--- config.mk ---
export PLATFORM = sky130hd
export DESIGN_NAME = mpfc_top
export DESIGN_NICKNAME = d
export VERILOG_FILES = /design/src/rtl/mpfc_pkg.sv /design/src/rtl/mpfc_top.sv
export VERILOG_INCLUDE_DIRS = /design/src /design/src/rtl
export SDC_FILE = /design/constraint.sdc
export NUM_CORES = 1
export LEC_CHECK = 0
export ABC_AREA = 1
export BUFFER_PORTS_ARGS = -buffer_cell sky130_fd_sc_hd__buf_2
export CAP_MARGIN = 30
export CORE_ASPECT_RATIO = 2
export CORE_UTILIZATION = 50
export CTS_BUF_LIST = sky130_fd_sc_hd__clkbuf_8
export CTS_CLUSTER_DIAMETER = 60
export DETAILED_ROUTE_END_ITERATION = 10
export GPL_ROUTABILITY_DRIVEN = 0
export MAX_ROUTING_LAYER = met4
export PLACE_DENSITY = 0.84
export SLEW_MARGIN = 20
export SYNTH_ARGS = -nofsm -noshare
export SYNTH_HDL_FRONTEND = slang
export SYNTH_SLANG_ARGS = --single-unit
export TNS_END_PERCENT = 20
--- constraint.sdc ---
create_clock -name sys_clk -period 3.84 [get_ports sys_clk]
set_input_delay 1.152 -clock sys_clk [delete_from_list [all_inputs] [get_ports sys_clk]]
set_output_delay 1.152 -clock sys_clk [all_outputs]
set_load 0.005 [all_outputs]
--- src/rtl/mpfc_defines.svh ---
// Purpose: offsets, field positions and counts of the pin function block
// Assumes: APB byte addresses, one 32-bit word per register
// Notes: included by the top module, the checker and the test bench
`ifndef MPFC_DEFINES_SVH
`define MPFC_DEFINES_SVH
`define MPFC_A_USB_CONTROL_STATUS   8'h00
`define MPFC_A_CPU_CONTROL_STATUS   8'h04
`define MPFC_A_BPCTL   8'h08
`define MPFC_A_BPADR   8'h0C
`define MPFC_A_PAFS    8'h10
`define MPFC_A_PAFS2   8'h14
`define MPFC_A_IFCFG   8'h18
`define MPFC_A_PAOUT   8'h1C
`define MPFC_A_PADIR   8'h20
`define MPFC_A_STAT    8'h24
`define MPFC_USB_OE    2
`define MPFC_USB_LVL   3
`define MPFC_CPU_CKZ   1
`define MPFC_BP_FLAG   0
`define MPFC_BP_EN     1
`define MPFC_BP_PULSE  2
`define MPFC_IF_ALT    3
`define MPFC_IF_RDALT  4
`define MPFC_IF_WCLK   7
`define MPFC_CFG_INV   1
`define MPFC_CFG_FAST  2
`define MPFC_BOUNDARY  16'h1B40
`define MPFC_BP_LEN    4'h8
`define MPFC_MODE_PROGRAMMABLE_WAVEFORM_ENGINE 2'h2
`define MPFC_MODE_SLV  2'h3
`endif

--- src/rtl/mpfc_pkg.sv ---
// Purpose: types of the pin function block
// Assumes: constants come from mpfc_defines.svh
// Notes: all module state is one packed struct
package mpfc_pkg;
    typedef struct packed {
        logic [15:0] addr;
        logic        fetch;
        logic        ext_rd;
        logic        ext_wr;
        logic [7:0]  wdata;
    } mpfc_cpu_s;
    typedef struct packed {
        logic [15:0] addr;
        logic        active;
    } mpfc_dma_s;
    typedef struct packed {
        logic [1:0] full_ovf;
        logic [1:0] low_ovf;
        logic [1:0] split;
    } mpfc_tmr_s;
    typedef struct packed {
        logic [7:0]  usb_control_status;
        logic [7:0]  cpu_control_status;
        logic [7:0]  bpctl;
        logic [15:0] bpadr;
        logic [7:0]  pafs;
        logic [7:0]  pafs2;
        logic [7:0]  ifcfg;
        logic [4:0]  paout;
        logic [4:0]  padir;
        logic [7:0]  boot;
        logic        boot_done;
        logic [1:0]  rst_s;
        logic [1:0]  ea_s;
        logic [5:0]  pa_s1;
        logic [5:0]  pa_s2;
        logic [7:0]  d_s1;
        logic [7:0]  d_s2;
        logic [3:0]  bp_cnt;
        logic        bp_hit_q;
        logic [1:0]  ck_div;
        logic        ck_lvl;
        logic [2:0]  t0_cnt;
        logic [2:0]  t1_cnt;
        logic [7:0]  d_out;
        logic        d_oe_n;
        logic [15:0] a_out;
        logic        code_fetch_strobe_n_n;
        logic [31:0] prdata;
    } mpfc_state_s;
endpackage : mpfc_pkg

--- src/rtl/mpfc_top.sv ---
// Functional notes
// - attach pin floats unless enable bit set
// - driven attach level inverts level bit
// - address bus always driven, cpu or dma
// - data bus drives writes, low in suspend
// - code strobe low on external fetch
// - live select pin picks code source
// - breakpoint high on enabled address match
// - pulse mode gives eight cycle pulse
// - level mode holds until flag cleared
// - active low reset clears everything
// - clock output rate from boot bit two
// - boot bit one inverts clock output
// - absent boot memory gives zero config
// - control bit one floats clock output
// - engine clock select independent of cpu
// - overflow outputs pulse one clock period
// - port a 0/1 carry timer outputs
// - port a pins come out of reset as inputs
// - port a 3/2 memory select and enable
// - port a 4 four way selection
// - ready input 4 from any pin set
// Purpose: pin function control with APB registers
// Assumes: cpu, dma and timer inputs are on sys_clk
// Notes: pin inputs pass two flip-flops; oe_n low means driving
//
// The implementer's own choices: the APB register port and the address map.
`timescale 1ns/1ps
`default_nettype none
`include "mpfc_defines.svh"
module mpfc_top
    import mpfc_pkg::*;
(
    input  wire logic        sys_clk,
    input  wire logic        rst_n,
    input  wire logic        ce,
    input  wire logic        psel,
    input  wire logic        penable,
    input  wire logic        pwrite,
    input  wire logic [7:0]  paddr,
    input  wire logic [31:0] pwdata,
    output logic [31:0]      prdata,
    output logic             pready,
    output logic             pslverr,
    input  wire mpfc_cpu_s   cpu,
    input  wire mpfc_dma_s   dma,
    input  wire mpfc_tmr_s   tmr,
    input  wire logic        suspend,
    input  wire logic        boot_present,
    input  wire logic [7:0]  boot_config_byte,
    input  wire logic        ext_code_pin,
    output logic             external_code_select,
    output logic             usb_attach_drive_n_o,
    output logic             usb_attach_drive_n_oe_n,
    output logic [15:0]      ext_addr,
    input  wire logic [7:0]  ext_data_i,
    output logic [7:0]       ext_data_o,
    output logic             ext_data_oe_n,
    output logic [7:0]       ext_rdata,
    output logic             code_fetch_strobe_n,
    output logic             breakpoint_out,
    output logic             cpu_clock_output,
    output logic             cpu_clock_output_oe_n,
    output logic             cpu_fast,
    output logic             engine_clk_ext_sel,
    input  wire logic [4:0]  pa_i,
    output logic [4:0]       pa_o,
    output logic [4:0]       pa_oe_n,
    input  wire logic        ready_input_4_alt_pin,
    input  wire logic        ext_fifo_write_strobe_n,
    input  wire logic        ext_mem_cs_n,
    input  wire logic        ext_mem_oe_n,
    output logic             ready_input_4,
    output logic             slave_fifo_write_strobe
);
    mpfc_state_s q;
    mpfc_state_s d;
    logic        srst_n;
    logic        wr_en;
    logic        rd_en;
    logic        hit;
    logic        ext_code;
    logic        bp_match;
    logic        t0_ev;
    logic        t1_ev;
    logic [2:0]  tper;
    logic        sel_t0;
    logic        sel_t1;
    logic        sel_oe;
    logic        sel_cs;
    logic        sel_fwr;
    logic        sel_rdy;
    logic        sel_slw;
    logic [31:0] rd_val;

    // reset leaves through two flops; the copy drives everything
    assign srst_n = q.rst_s[1];
    assign wr_en  = psel && penable && pwrite;
    assign rd_en  = psel && !penable && !pwrite;
    // zero wait states: every access ends in its first access cycle
    assign pready = 1'b1;

    always_comb
    begin
        hit    = 1'b1;
        rd_val = 32'h0000_0000;
        if (paddr == `MPFC_A_USB_CONTROL_STATUS)
            rd_val = {24'h00_0000, q.usb_control_status};
        else if (paddr == `MPFC_A_CPU_CONTROL_STATUS)
            rd_val = {24'h00_0000, q.cpu_control_status};
        else if (paddr == `MPFC_A_BPCTL)
            rd_val = {24'h00_0000, q.bpctl};
        else if (paddr == `MPFC_A_BPADR)
            rd_val = {16'h0000, q.bpadr};
        else if (paddr == `MPFC_A_PAFS)
            rd_val = {24'h00_0000, q.pafs};
        else if (paddr == `MPFC_A_PAFS2)
            rd_val = {24'h00_0000, q.pafs2};
        else if (paddr == `MPFC_A_IFCFG)
            rd_val = {24'h00_0000, q.ifcfg};
        else if (paddr == `MPFC_A_PAOUT)
            rd_val = {27'h000_0000, q.paout};
        else if (paddr == `MPFC_A_PADIR)
            rd_val = {27'h000_0000, q.padir};
        else if (paddr == `MPFC_A_STAT)
            rd_val = {14'h0000, q.ea_s[1], q.pa_s2, q.boot_done, q.boot, 2'h0};
        else
            hit = 1'b0;
    end
    assign pslverr = psel && penable && !hit;

    // code source: live pin, or at/above the boundary
    assign ext_code = q.ea_s[1] || (cpu.addr >= `MPFC_BOUNDARY);
    assign bp_match = q.bpctl[`MPFC_BP_EN] && (cpu.addr == q.bpadr);
    // a split-mode timer reports its low byte overflow
    assign t0_ev = tmr.split[0] ? tmr.low_ovf[0] : tmr.full_ovf[0];
    assign t1_ev = tmr.split[1] ? tmr.low_ovf[1] : tmr.full_ovf[1];
    // one output clock period in sys_clk cycles
    assign tper = q.boot[`MPFC_CFG_FAST] ? 3'h2 : 3'h4;

    always_comb
    begin
        sel_t0  = q.pafs[0] && q.ifcfg[`MPFC_IF_ALT];
        sel_t1  = q.pafs[1] && q.ifcfg[`MPFC_IF_ALT];
        sel_oe  = q.pafs[2] && q.ifcfg[`MPFC_IF_ALT];
        sel_cs  = q.pafs[3];
        sel_slw = q.pafs2[4] && (q.ifcfg[1:0] == `MPFC_MODE_SLV);
        sel_rdy = q.pafs[4] && !sel_slw && (q.ifcfg[1:0] == `MPFC_MODE_PROGRAMMABLE_WAVEFORM_ENGINE);
        sel_fwr = q.pafs[4] && !sel_slw && !sel_rdy;
    end

    always_comb
    begin
        d = q;
        d.rst_s = {q.rst_s[0], 1'b1};
        d.ea_s  = {q.ea_s[0], ext_code_pin};
        d.pa_s1 = {ready_input_4_alt_pin, pa_i};
        d.pa_s2 = q.pa_s1;
        d.d_s1  = ext_data_i;
        d.d_s2  = q.d_s1;
        // boot byte caught once after release; absent memory gives zero
        if (!q.boot_done)
        begin
            d.boot_done = 1'b1;
            d.boot = boot_present ? boot_config_byte : 8'h00;
        end
        if (wr_en)
        begin
            if (paddr == `MPFC_A_USB_CONTROL_STATUS)
                d.usb_control_status = pwdata[7:0];
            else if (paddr == `MPFC_A_CPU_CONTROL_STATUS)
                d.cpu_control_status = pwdata[7:0];
            else if (paddr == `MPFC_A_BPCTL)
                d.bpctl = {pwdata[7:1], q.bpctl[`MPFC_BP_FLAG] & ~pwdata[0]};
            else if (paddr == `MPFC_A_BPADR)
                d.bpadr = pwdata[15:0];
            else if (paddr == `MPFC_A_PAFS)
                d.pafs = pwdata[7:0];
            else if (paddr == `MPFC_A_PAFS2)
                d.pafs2 = pwdata[7:0];
            else if (paddr == `MPFC_A_IFCFG)
                d.ifcfg = pwdata[7:0];
            else if (paddr == `MPFC_A_PAOUT)
                d.paout = pwdata[4:0];
            else if (paddr == `MPFC_A_PADIR)
                d.padir = pwdata[4:0];
        end
        if (rd_en)
            d.prdata = rd_val;
        // new match on its rising edge only; set beats a same-cycle clear
        d.bp_hit_q = bp_match;
        if (bp_match && !q.bp_hit_q)
        begin
            d.bpctl[`MPFC_BP_FLAG] = 1'b1;
            d.bp_cnt = `MPFC_BP_LEN;
        end
        else if (q.bp_cnt != 4'h0)
            d.bp_cnt = q.bp_cnt - 4'h1;
        // clock output: fast toggles every cycle, slow every other
        d.ck_div = q.ck_div + 2'h1;
        if (q.boot[`MPFC_CFG_FAST] || q.ck_div[0])
            d.ck_lvl = ~q.ck_lvl;
        if (t0_ev)
            d.t0_cnt = tper;
        else if (q.t0_cnt != 3'h0)
            d.t0_cnt = q.t0_cnt - 3'h1;
        if (t1_ev)
            d.t1_cnt = tper;
        else if (q.t1_cnt != 3'h0)
            d.t1_cnt = q.t1_cnt - 3'h1;
        // address bus never floats
        d.a_out = dma.active ? dma.addr : cpu.addr;
        // suspend forces the data bus low, else drive only on writes
        d.d_oe_n = !(suspend || cpu.ext_wr);
        d.d_out  = suspend ? 8'h00 : cpu.wdata;
        d.code_fetch_strobe_n_n = !(cpu.fetch && ext_code);
    end

    always_ff @(posedge sys_clk or negedge rst_n)
    begin
        if (!rst_n)
        begin
            q <= '0;
            q.d_oe_n <= 1'b1;
            q.code_fetch_strobe_n_n <= 1'b1;
        end
        else if (ce)
        begin
            if (!srst_n)
            begin
                q <= '0;
                q.rst_s <= d.rst_s;
                q.d_oe_n <= 1'b1;
                q.code_fetch_strobe_n_n <= 1'b1;
            end
            else
                q <= d;
        end
    end

    assign prdata = q.prdata;
    assign external_code_select = q.ea_s[1];
    // float below the enable bit, else drive the inverse of the level bit
    assign usb_attach_drive_n_oe_n = !q.usb_control_status[`MPFC_USB_OE];
    assign usb_attach_drive_n_o = !q.usb_control_status[`MPFC_USB_LVL];
    assign ext_addr = q.a_out;
    assign ext_data_o = q.d_out;
    assign ext_data_oe_n = q.d_oe_n;
    assign ext_rdata = q.d_s2;
    assign code_fetch_strobe_n = q.code_fetch_strobe_n_n;
    // pulse mode follows the counter, level mode the sticky flag
    assign breakpoint_out = q.bpctl[`MPFC_BP_PULSE] ? (q.bp_cnt != 4'h0)
                                                   : q.bpctl[`MPFC_BP_FLAG];
    assign cpu_fast = q.boot[`MPFC_CFG_FAST];
    assign cpu_clock_output = q.ck_lvl ^ q.boot[`MPFC_CFG_INV];
    assign cpu_clock_output_oe_n = q.cpu_control_status[`MPFC_CPU_CKZ];
    assign engine_clk_ext_sel = q.ifcfg[`MPFC_IF_WCLK];

    // port a outputs; all inputs after reset since dir and selects are zero
    always_comb
    begin
        pa_o    = q.paout;
        pa_oe_n = ~q.padir;
        if (sel_t0)
        begin
            pa_o[0]    = q.t0_cnt != 3'h0;
            pa_oe_n[0] = 1'b0;
        end
        if (sel_t1)
        begin
            pa_o[1]    = q.t1_cnt != 3'h0;
            pa_oe_n[1] = 1'b0;
        end
        if (sel_oe)
        begin
            pa_o[2]    = ext_mem_oe_n;
            pa_oe_n[2] = 1'b0;
        end
        if (sel_cs)
        begin
            pa_o[3]    = ext_mem_cs_n;
            pa_oe_n[3] = 1'b0;
        end
        if (sel_fwr)
        begin
            pa_o[4]    = ext_fifo_write_strobe_n;
            pa_oe_n[4] = 1'b0;
        end
        else if (sel_rdy || sel_slw)
            pa_oe_n[4] = 1'b1;
    end

    // either, both or neither pin may feed ready input 4
    assign ready_input_4 = (sel_rdy && q.pa_s2[4])
                         || (q.ifcfg[`MPFC_IF_RDALT] && q.pa_s2[5]);
    assign slave_fifo_write_strobe = sel_slw && q.pa_s2[4];
endmodule : mpfc_top
`default_nettype wire

==> impl_metrics.tcl, run 1 <==
set metrics [dict create \
    status "complete, no violations" \
    grt_pass1_vias 7768 \
    num_antenna_cells 0 \
    post_cts_buffers 0 \
    cp_cell_sequence "buf_2, inv_2, nand2_1, nor2_1, o21ai_1, nand3_1, nor4_1, buf_4, buf_2" \
    fin_area_um2 10100 \
    crit_fanout 4 \
    avgSynthCellArea_um2 8.32 \
    yosysWarnings 0 \
    clock_sinks 172 \
    ant_nets 0 \
    placed_area_um2 9710 \
    cts_tree "yes" \
    avgRoutedWirePerCell_um 17.3 \
    cp_data_arrival_time_ns 2.62 \
    postCtsHoldBufs 0 \
    r2r_slack_ns 1.56 \
    layout_common_cells "225 x nand2_1, 178 x buf_2, 169 x dfrtp_1" \
    rsz0062_at_grt "no" \
    cts_max_level 4 \
    dpl.hpwl_mm 18.3 \
    rows 69 \
    fin_util_pct 57.0 \
    end_kind "primary output" \
    wl_mm 24.9 \
    area_growth_pct 11.5 \
    finClkSkew_ns 0.0172 \
    cp_top_family "simple AND/OR/NAND/NOR gates" \
    hold_violations 0 \
    ctsRootBufferMaster "clkbuf_8" \
    die_x_um 97.3 \
    min_period_over_period_pct 98.3 \
    synth_cell_types 52 \
    cts_buffers 17 \
    yosysSeqAreaShare_pct 47.4 \
    io_pins 212 \
    syn_area_um2 9080 \
    leakagePower_nw 5.19 \
    max_cap_violations 0 \
    netlist_instances 1092 \
    fin_cells 1439 \
    fmaxAchievable_mhz 265 \
    grt_max_degree 74 \
    hold_class "reg -> reg" \
    ys_ff_latch 172 \
    p_per_area_nw_per_um2 459 \
    setup_viol 0 \
    clkLatencyLatePin_ns 0.48 \
    layout_min_cycle_time_ns 3.77 \
    startpoint_type "input port" \
    final_common_cell "nand2_1" \
    tightestPinTransition_ns 0.804 \
    worst_ep_required_time_ns 2.69 \
    max-slew-margin-rel_pct 46.4 \
    nets 1342 \
    cts_resized 0 \
    remaining_drc_errors 0 \
    peakVddDrop_mv 0.237 \
    dieArea_um2 18700 \
    drt_iter0_drc 596 \
    cts_max_path_buffers 2 \
    placed_cells 1405 \
    io_buffers 179 \
    grt_pass1_wl_mm 39.3 \
    core_area_um2 17800 \
    cp_num_buf_inv 4 \
    maxSlewViolCount 0 \
    die_y_um 193 \
    whs_ns 0.478 \
    drive_gt1_share_pct 24.9 \
    grt_antenna_before_repair 0 \
    clk_pin_slew_ns 0.12 \
    num_vias 7898 \
    track_usage_pct 28.0 \
    crit_path_frequent_cell "buf_2" \
    grt_overflow 0 \
    cpPeakStageDelay_ns 0.37 \
    vias_per_cell 5.49 \
    critPathKind "in -> out" \
    crit_slowest_cell "nor4_1" \
    dr.pass1.iters 5 \
    start_util_pct 51.1 \
    fin_tns_setup_ns 0 \
]
[flip-flops by register name, indices dropped and copies added, names as in the netlist]
name                   cells
ext_data_o                 8
external_code_select       1
ext_addr                  16
code_fetch_strobe_n        1
engine_clk_ext_sel         1
cpu_fast                   1
ext_data_oe_n              1
prdata                    18
d                         16
ext_rdata                  8
q                        100
cpu_clock_output_oe_n      1
[worst reg2reg max path: cells and delay by family (launching register included)]
family	cells	cell delay, ns
and+or+nand+nor	1	0.09
buffers and inverters	1	0.45
DFF	1	0.63
AOI/OAI and AO/OA	3	1.00
[Yosys cell counts, drive strengths merged]
| cell type | n | share of area, % |
|---|---|---|
| nand2 | 241 | 11 |
| o21ai | 173 | 10 |
| dfrtp | 170 | 47 |
| inv | 107 | 4.5 |
| buf | 91 | 7.3 |
| nor2 | 84 | 4.0 |
| nand3 | 80 | 4.7 |
| a21oi | 33 | 2.0 |
| clkbuf | 18 | 0.74 |
| o22ai | 16 | 1.1 |
| nand4 | 12 | 0.90 |
| a32o | 9 | 0.99 |
| nor3 | 7 | 0.51 |
| xor2 | 7 | 0.68 |
| a31oi | 5 | 0.34 |
| ha | 5 | 0.69 |
| o211ai | 4 | 0.54 |
| clkinv | 3 | 0.12 |
| mux2 | 3 | 0.37 |
| o31ai | 3 | 0.40 |
| xnor2 | 3 | 0.29 |
| a211oi | 2 | 0.17 |
| conb | 2 | 0.083 |
| dfstp | 2 | 0.58 |
| nand3b | 2 | 0.17 |
| nor3b | 2 | 0.17 |
| nor4 | 2 | 0.14 |
| o41ai | 2 | 0.19 |
| or2 | 2 | 0.14 |
| nand2b | 1 | 0.069 |
| o21a | 1 | 0.083 |
[power breakdown]
part	internal [W]	switching [W]	leakage [nW]
Sequential	0.00211	0.000233	2.22
Combinational	0.000410	0.000607	2.76
Clock	0.000502	0.000787	0.207
Total	0.00302	0.00163	5.19
[final timing paths]
kind                                from     endpoint  cells past startpoint
worst min-delay path               q[65]        q[65]                      1
worst max register to register    q[103]       q[163]                      5
worst max-delay path            paddr[2]      pslverr                      9
max in group asynchronous          rst_n       q[156]                      2
min in group asynchronous          rst_n  ext_addr[7]                      1
worst min register to register     q[65]        q[65]                      1
[per-layer routing]
metal,share of wire (%),wire length [um],global-route usage (%)
met5,0,0,-
met4,7.1,1770,20.5
met3,5.6,1410,4.53
met2,52,13000,47.9
met1,35,8720,29.0
[cells by family (layout without fill, tap and decap cells)]
family	after synthesis	in the layout	share of synthesized area (%)
AOI/OAI and AO/OA	248	248	16.2
xor gates and xnor gates	10	10	0.964
adders and majority gates	5	5	0.689
buffers and inverters	219	340	12.7
DFF	172	172	47.4
muxes	3	3	0.372
other	2	15	0.0827
and+or+nand+nor	433	433	21.6
[through the flow]
step           setup slack [ns]  total power (W)
4_1_cts                   0.116          0.00465
3_3_place_gp             0.0740          0.00332
3_5_place_dp              0.135          0.00337
5_1_grt                  0.0254          0.00492
6_report                 0.0650          0.00465
2_1_floorplan             0.608          0.00301
[layout make-up]
cell class                      count  area, um^2
Clock inverter                     15         164
Tap cell                          213         267
Fill cell                        1642        7660
Inverter                          110         418
Clock buffer                       17         234
Sequential cell                   172        4310
Multi-Input combinational cell    714        3670
Timing Repair Buffer              198        1060
(Power assumes the default switching activity.)
==> run 2, diff against run 1 <==
--- a/config.mk
+++ b/config.mk
@@ -15,7 +15,6 @@
 export CTS_CLUSTER_DIAMETER = 60
 export DETAILED_ROUTE_END_ITERATION = 10
 export GPL_ROUTABILITY_DRIVEN = 0
-export MAX_ROUTING_LAYER = met4
 export PLACE_DENSITY = 0.84
 export SLEW_MARGIN = 20
 export SYNTH_ARGS = -nofsm -noshare
==> run 2 against run 1 <==
Effect of this change: sequential share of layout area unchanged; core utilization unchanged; non-clock buffer count did not move; register-to-register slack about the same; count of clock-buffer cells in the layout is the same; flip-flop and latch count unchanged; clock skew rose by 0.0027 ns; maximum frequency increased by 0.45%; clock power about the same; largest cell class unchanged; largest power group unchanged.
==> impl_metrics.tcl, run 2 (synthesis results as in run 1) <==
set metrics [dict create \
    status "complete, no violations" \
    max-slew-margin-rel_pct 47.1 \
    ctsRootBufferMaster "clkbuf_8" \
    cts_tree "yes" \
    num_vias 7872 \
    hold_depth 1 \
    grt_overflow 0 \
    hold_violations 0 \
    fmaxAchievable_mhz 266 \
    holdPathEnd "q[65]" \
    startpoint_type "input port" \
    io_pins 212 \
    avgRoutedWirePerCell_um 17.3 \
    layout_min_cycle_time_ns 3.76 \
    fin_tns_setup_ns 0 \
    hp-start "q[65]" \
    cts_max_level 4 \
    tightestPinTransition_ns 0.794 \
    largest_register_ffs 100 \
    grt_pass1_wl_mm 39.3 \
    r2r_slack_ns 1.56 \
    fillCellCount 1640 \
    io_buffers 179 \
    peakVddDrop_mv 0.233 \
    cts_max_path_buffers 2 \
    layout_common_cells "225 x nand2_1, 178 x buf_2, 169 x dfrtp_1" \
    rows 69 \
    clk_pin_slew_ns 0.12 \
    ant_nets 0 \
    r2r-start "q[103]" \
    remaining_drc_errors 0 \
    leakagePower_nw 5.19 \
    cp_num_buf_inv 4 \
    cp_data_arrival_time_ns 2.61 \
    crit_fanout 5 \
    nets 1342 \
    min_period_over_period_pct 97.9 \
    vias_per_cell 5.47 \
    start_util_pct 51.1 \
    postCtsHoldBufs 0 \
    crit_path_frequent_cell "buf_2" \
    maxSlewViolCount 0 \
    dpl.hpwl_mm 18.3 \
    cts_resized 0 \
    crit_slowest_cell "nor4_1" \
    track_usage_pct 27.2 \
    grt_pass1_vias 7755 \
    die_y_um 193 \
    cts_buffers 17 \
    setup_viol 0 \
    grt_max_degree 74 \
    grt_antenna_before_repair 0 \
    cpPeakStageDelay_ns 0.35 \
    end_kind "primary output" \
    post_cts_buffers 0 \
    max_flop_register "q" \
    die_x_um 97.3 \
    rsz0062_at_grt "no" \
    num_antenna_cells 0 \
    cp_top_family "simple AND/OR/NAND/NOR gates" \
    place_ws_ns 0.135 \
    drive_gt1_share_pct 24.9 \
    clkLatencyLatePin_ns 0.48 \
    final_common_cell "nand2_1" \
    setup_ws_ns 0.0819 \
    core_area_um2 17800 \
    finClkSkew_ns 0.0199 \
    area_growth_pct 11.5 \
    hold_class "reg -> reg" \
    drt_iter0_drc 507 \
    worst_ep_required_time_ns 2.69 \
    wl_mm 24.9 \
    clock_sinks 172 \
    cp_cell_sequence "buf_2, inv_2, nand2_4, nor2_1, o21ai_1, nand3_1, nor4_1, buf_4, buf_2" \
    critPathKind "in -> out" \
    dr.pass1.iters 5 \
    rr_worst_depth 5 \
    max_cap_violations 0 \
    r2r_end "q[163]" \
    p_per_area_nw_per_um2 459 \
    dieArea_um2 18700 \
]
## run 2: cell counts in the layout (fill, tap and decap cells not counted)
No cell type changed its count.
## run 2: metal layers
layer | GRT usage [%] | share of wire, % | up-vias
met5 | 0 | 0 | -
met3 | 4.93 | 5.4 | 102
met2 | 47.7 | 52 | 334
li1 | - | - | 3757
met1 | 29.1 | 35 | 3679
met4 | 20.3 | 6.8 | 0
## run 2: how the worst max path moves through the flow
stage / from / to / slack [ns] / cells past startpoint
after global placement: paddr[0] / pslverr / 0.07 / 9
final: paddr[0] / pslverr / 0.08 / 9
after detailed placement: paddr[0] / pslverr / 0.14 / 9
after floorplan: paddr[0] / pslverr / 0.61 / 7
after global routing: paddr[0] / pslverr / 0.02 / 9
after CTS: paddr[0] / pslverr / 0.12 / 9
## run 2: power breakdown
group | internal [W] | switching (W)
sequential | 0.00211 | 0.000233
combinational | 0.000410 | 0.000607
clock | 0.000502 | 0.000786
total | 0.00302 | 0.00163
## run 2: cell type report
cell class	count	area [um^2]	area share, %
repair buffers	198	1060	10.5
clock buffers	17	234	2.31
inverters	110	418	4.13
clock inverters	15	164	1.62
flip-flops and latches	172	4310	42.5
well taps	213	267	2.63
multi-input cells	714	3670	36.3
## run 2: through the flow
stage                     hold WS [ns]  cell area, um^2  utilization, %  cells  total power, W
after floorplan                  0.437             9130               -   1105         0.00301
after global placement           0.451             9710            54.6   1405         0.00332
after detailed placement         0.461             9710            54.6   1405         0.00337
after CTS                        0.480            10100            56.8   1437         0.00465
after global routing             0.509            10100            57.0   1439         0.00492
final                            0.476            10100            57.0   1439         0.00465
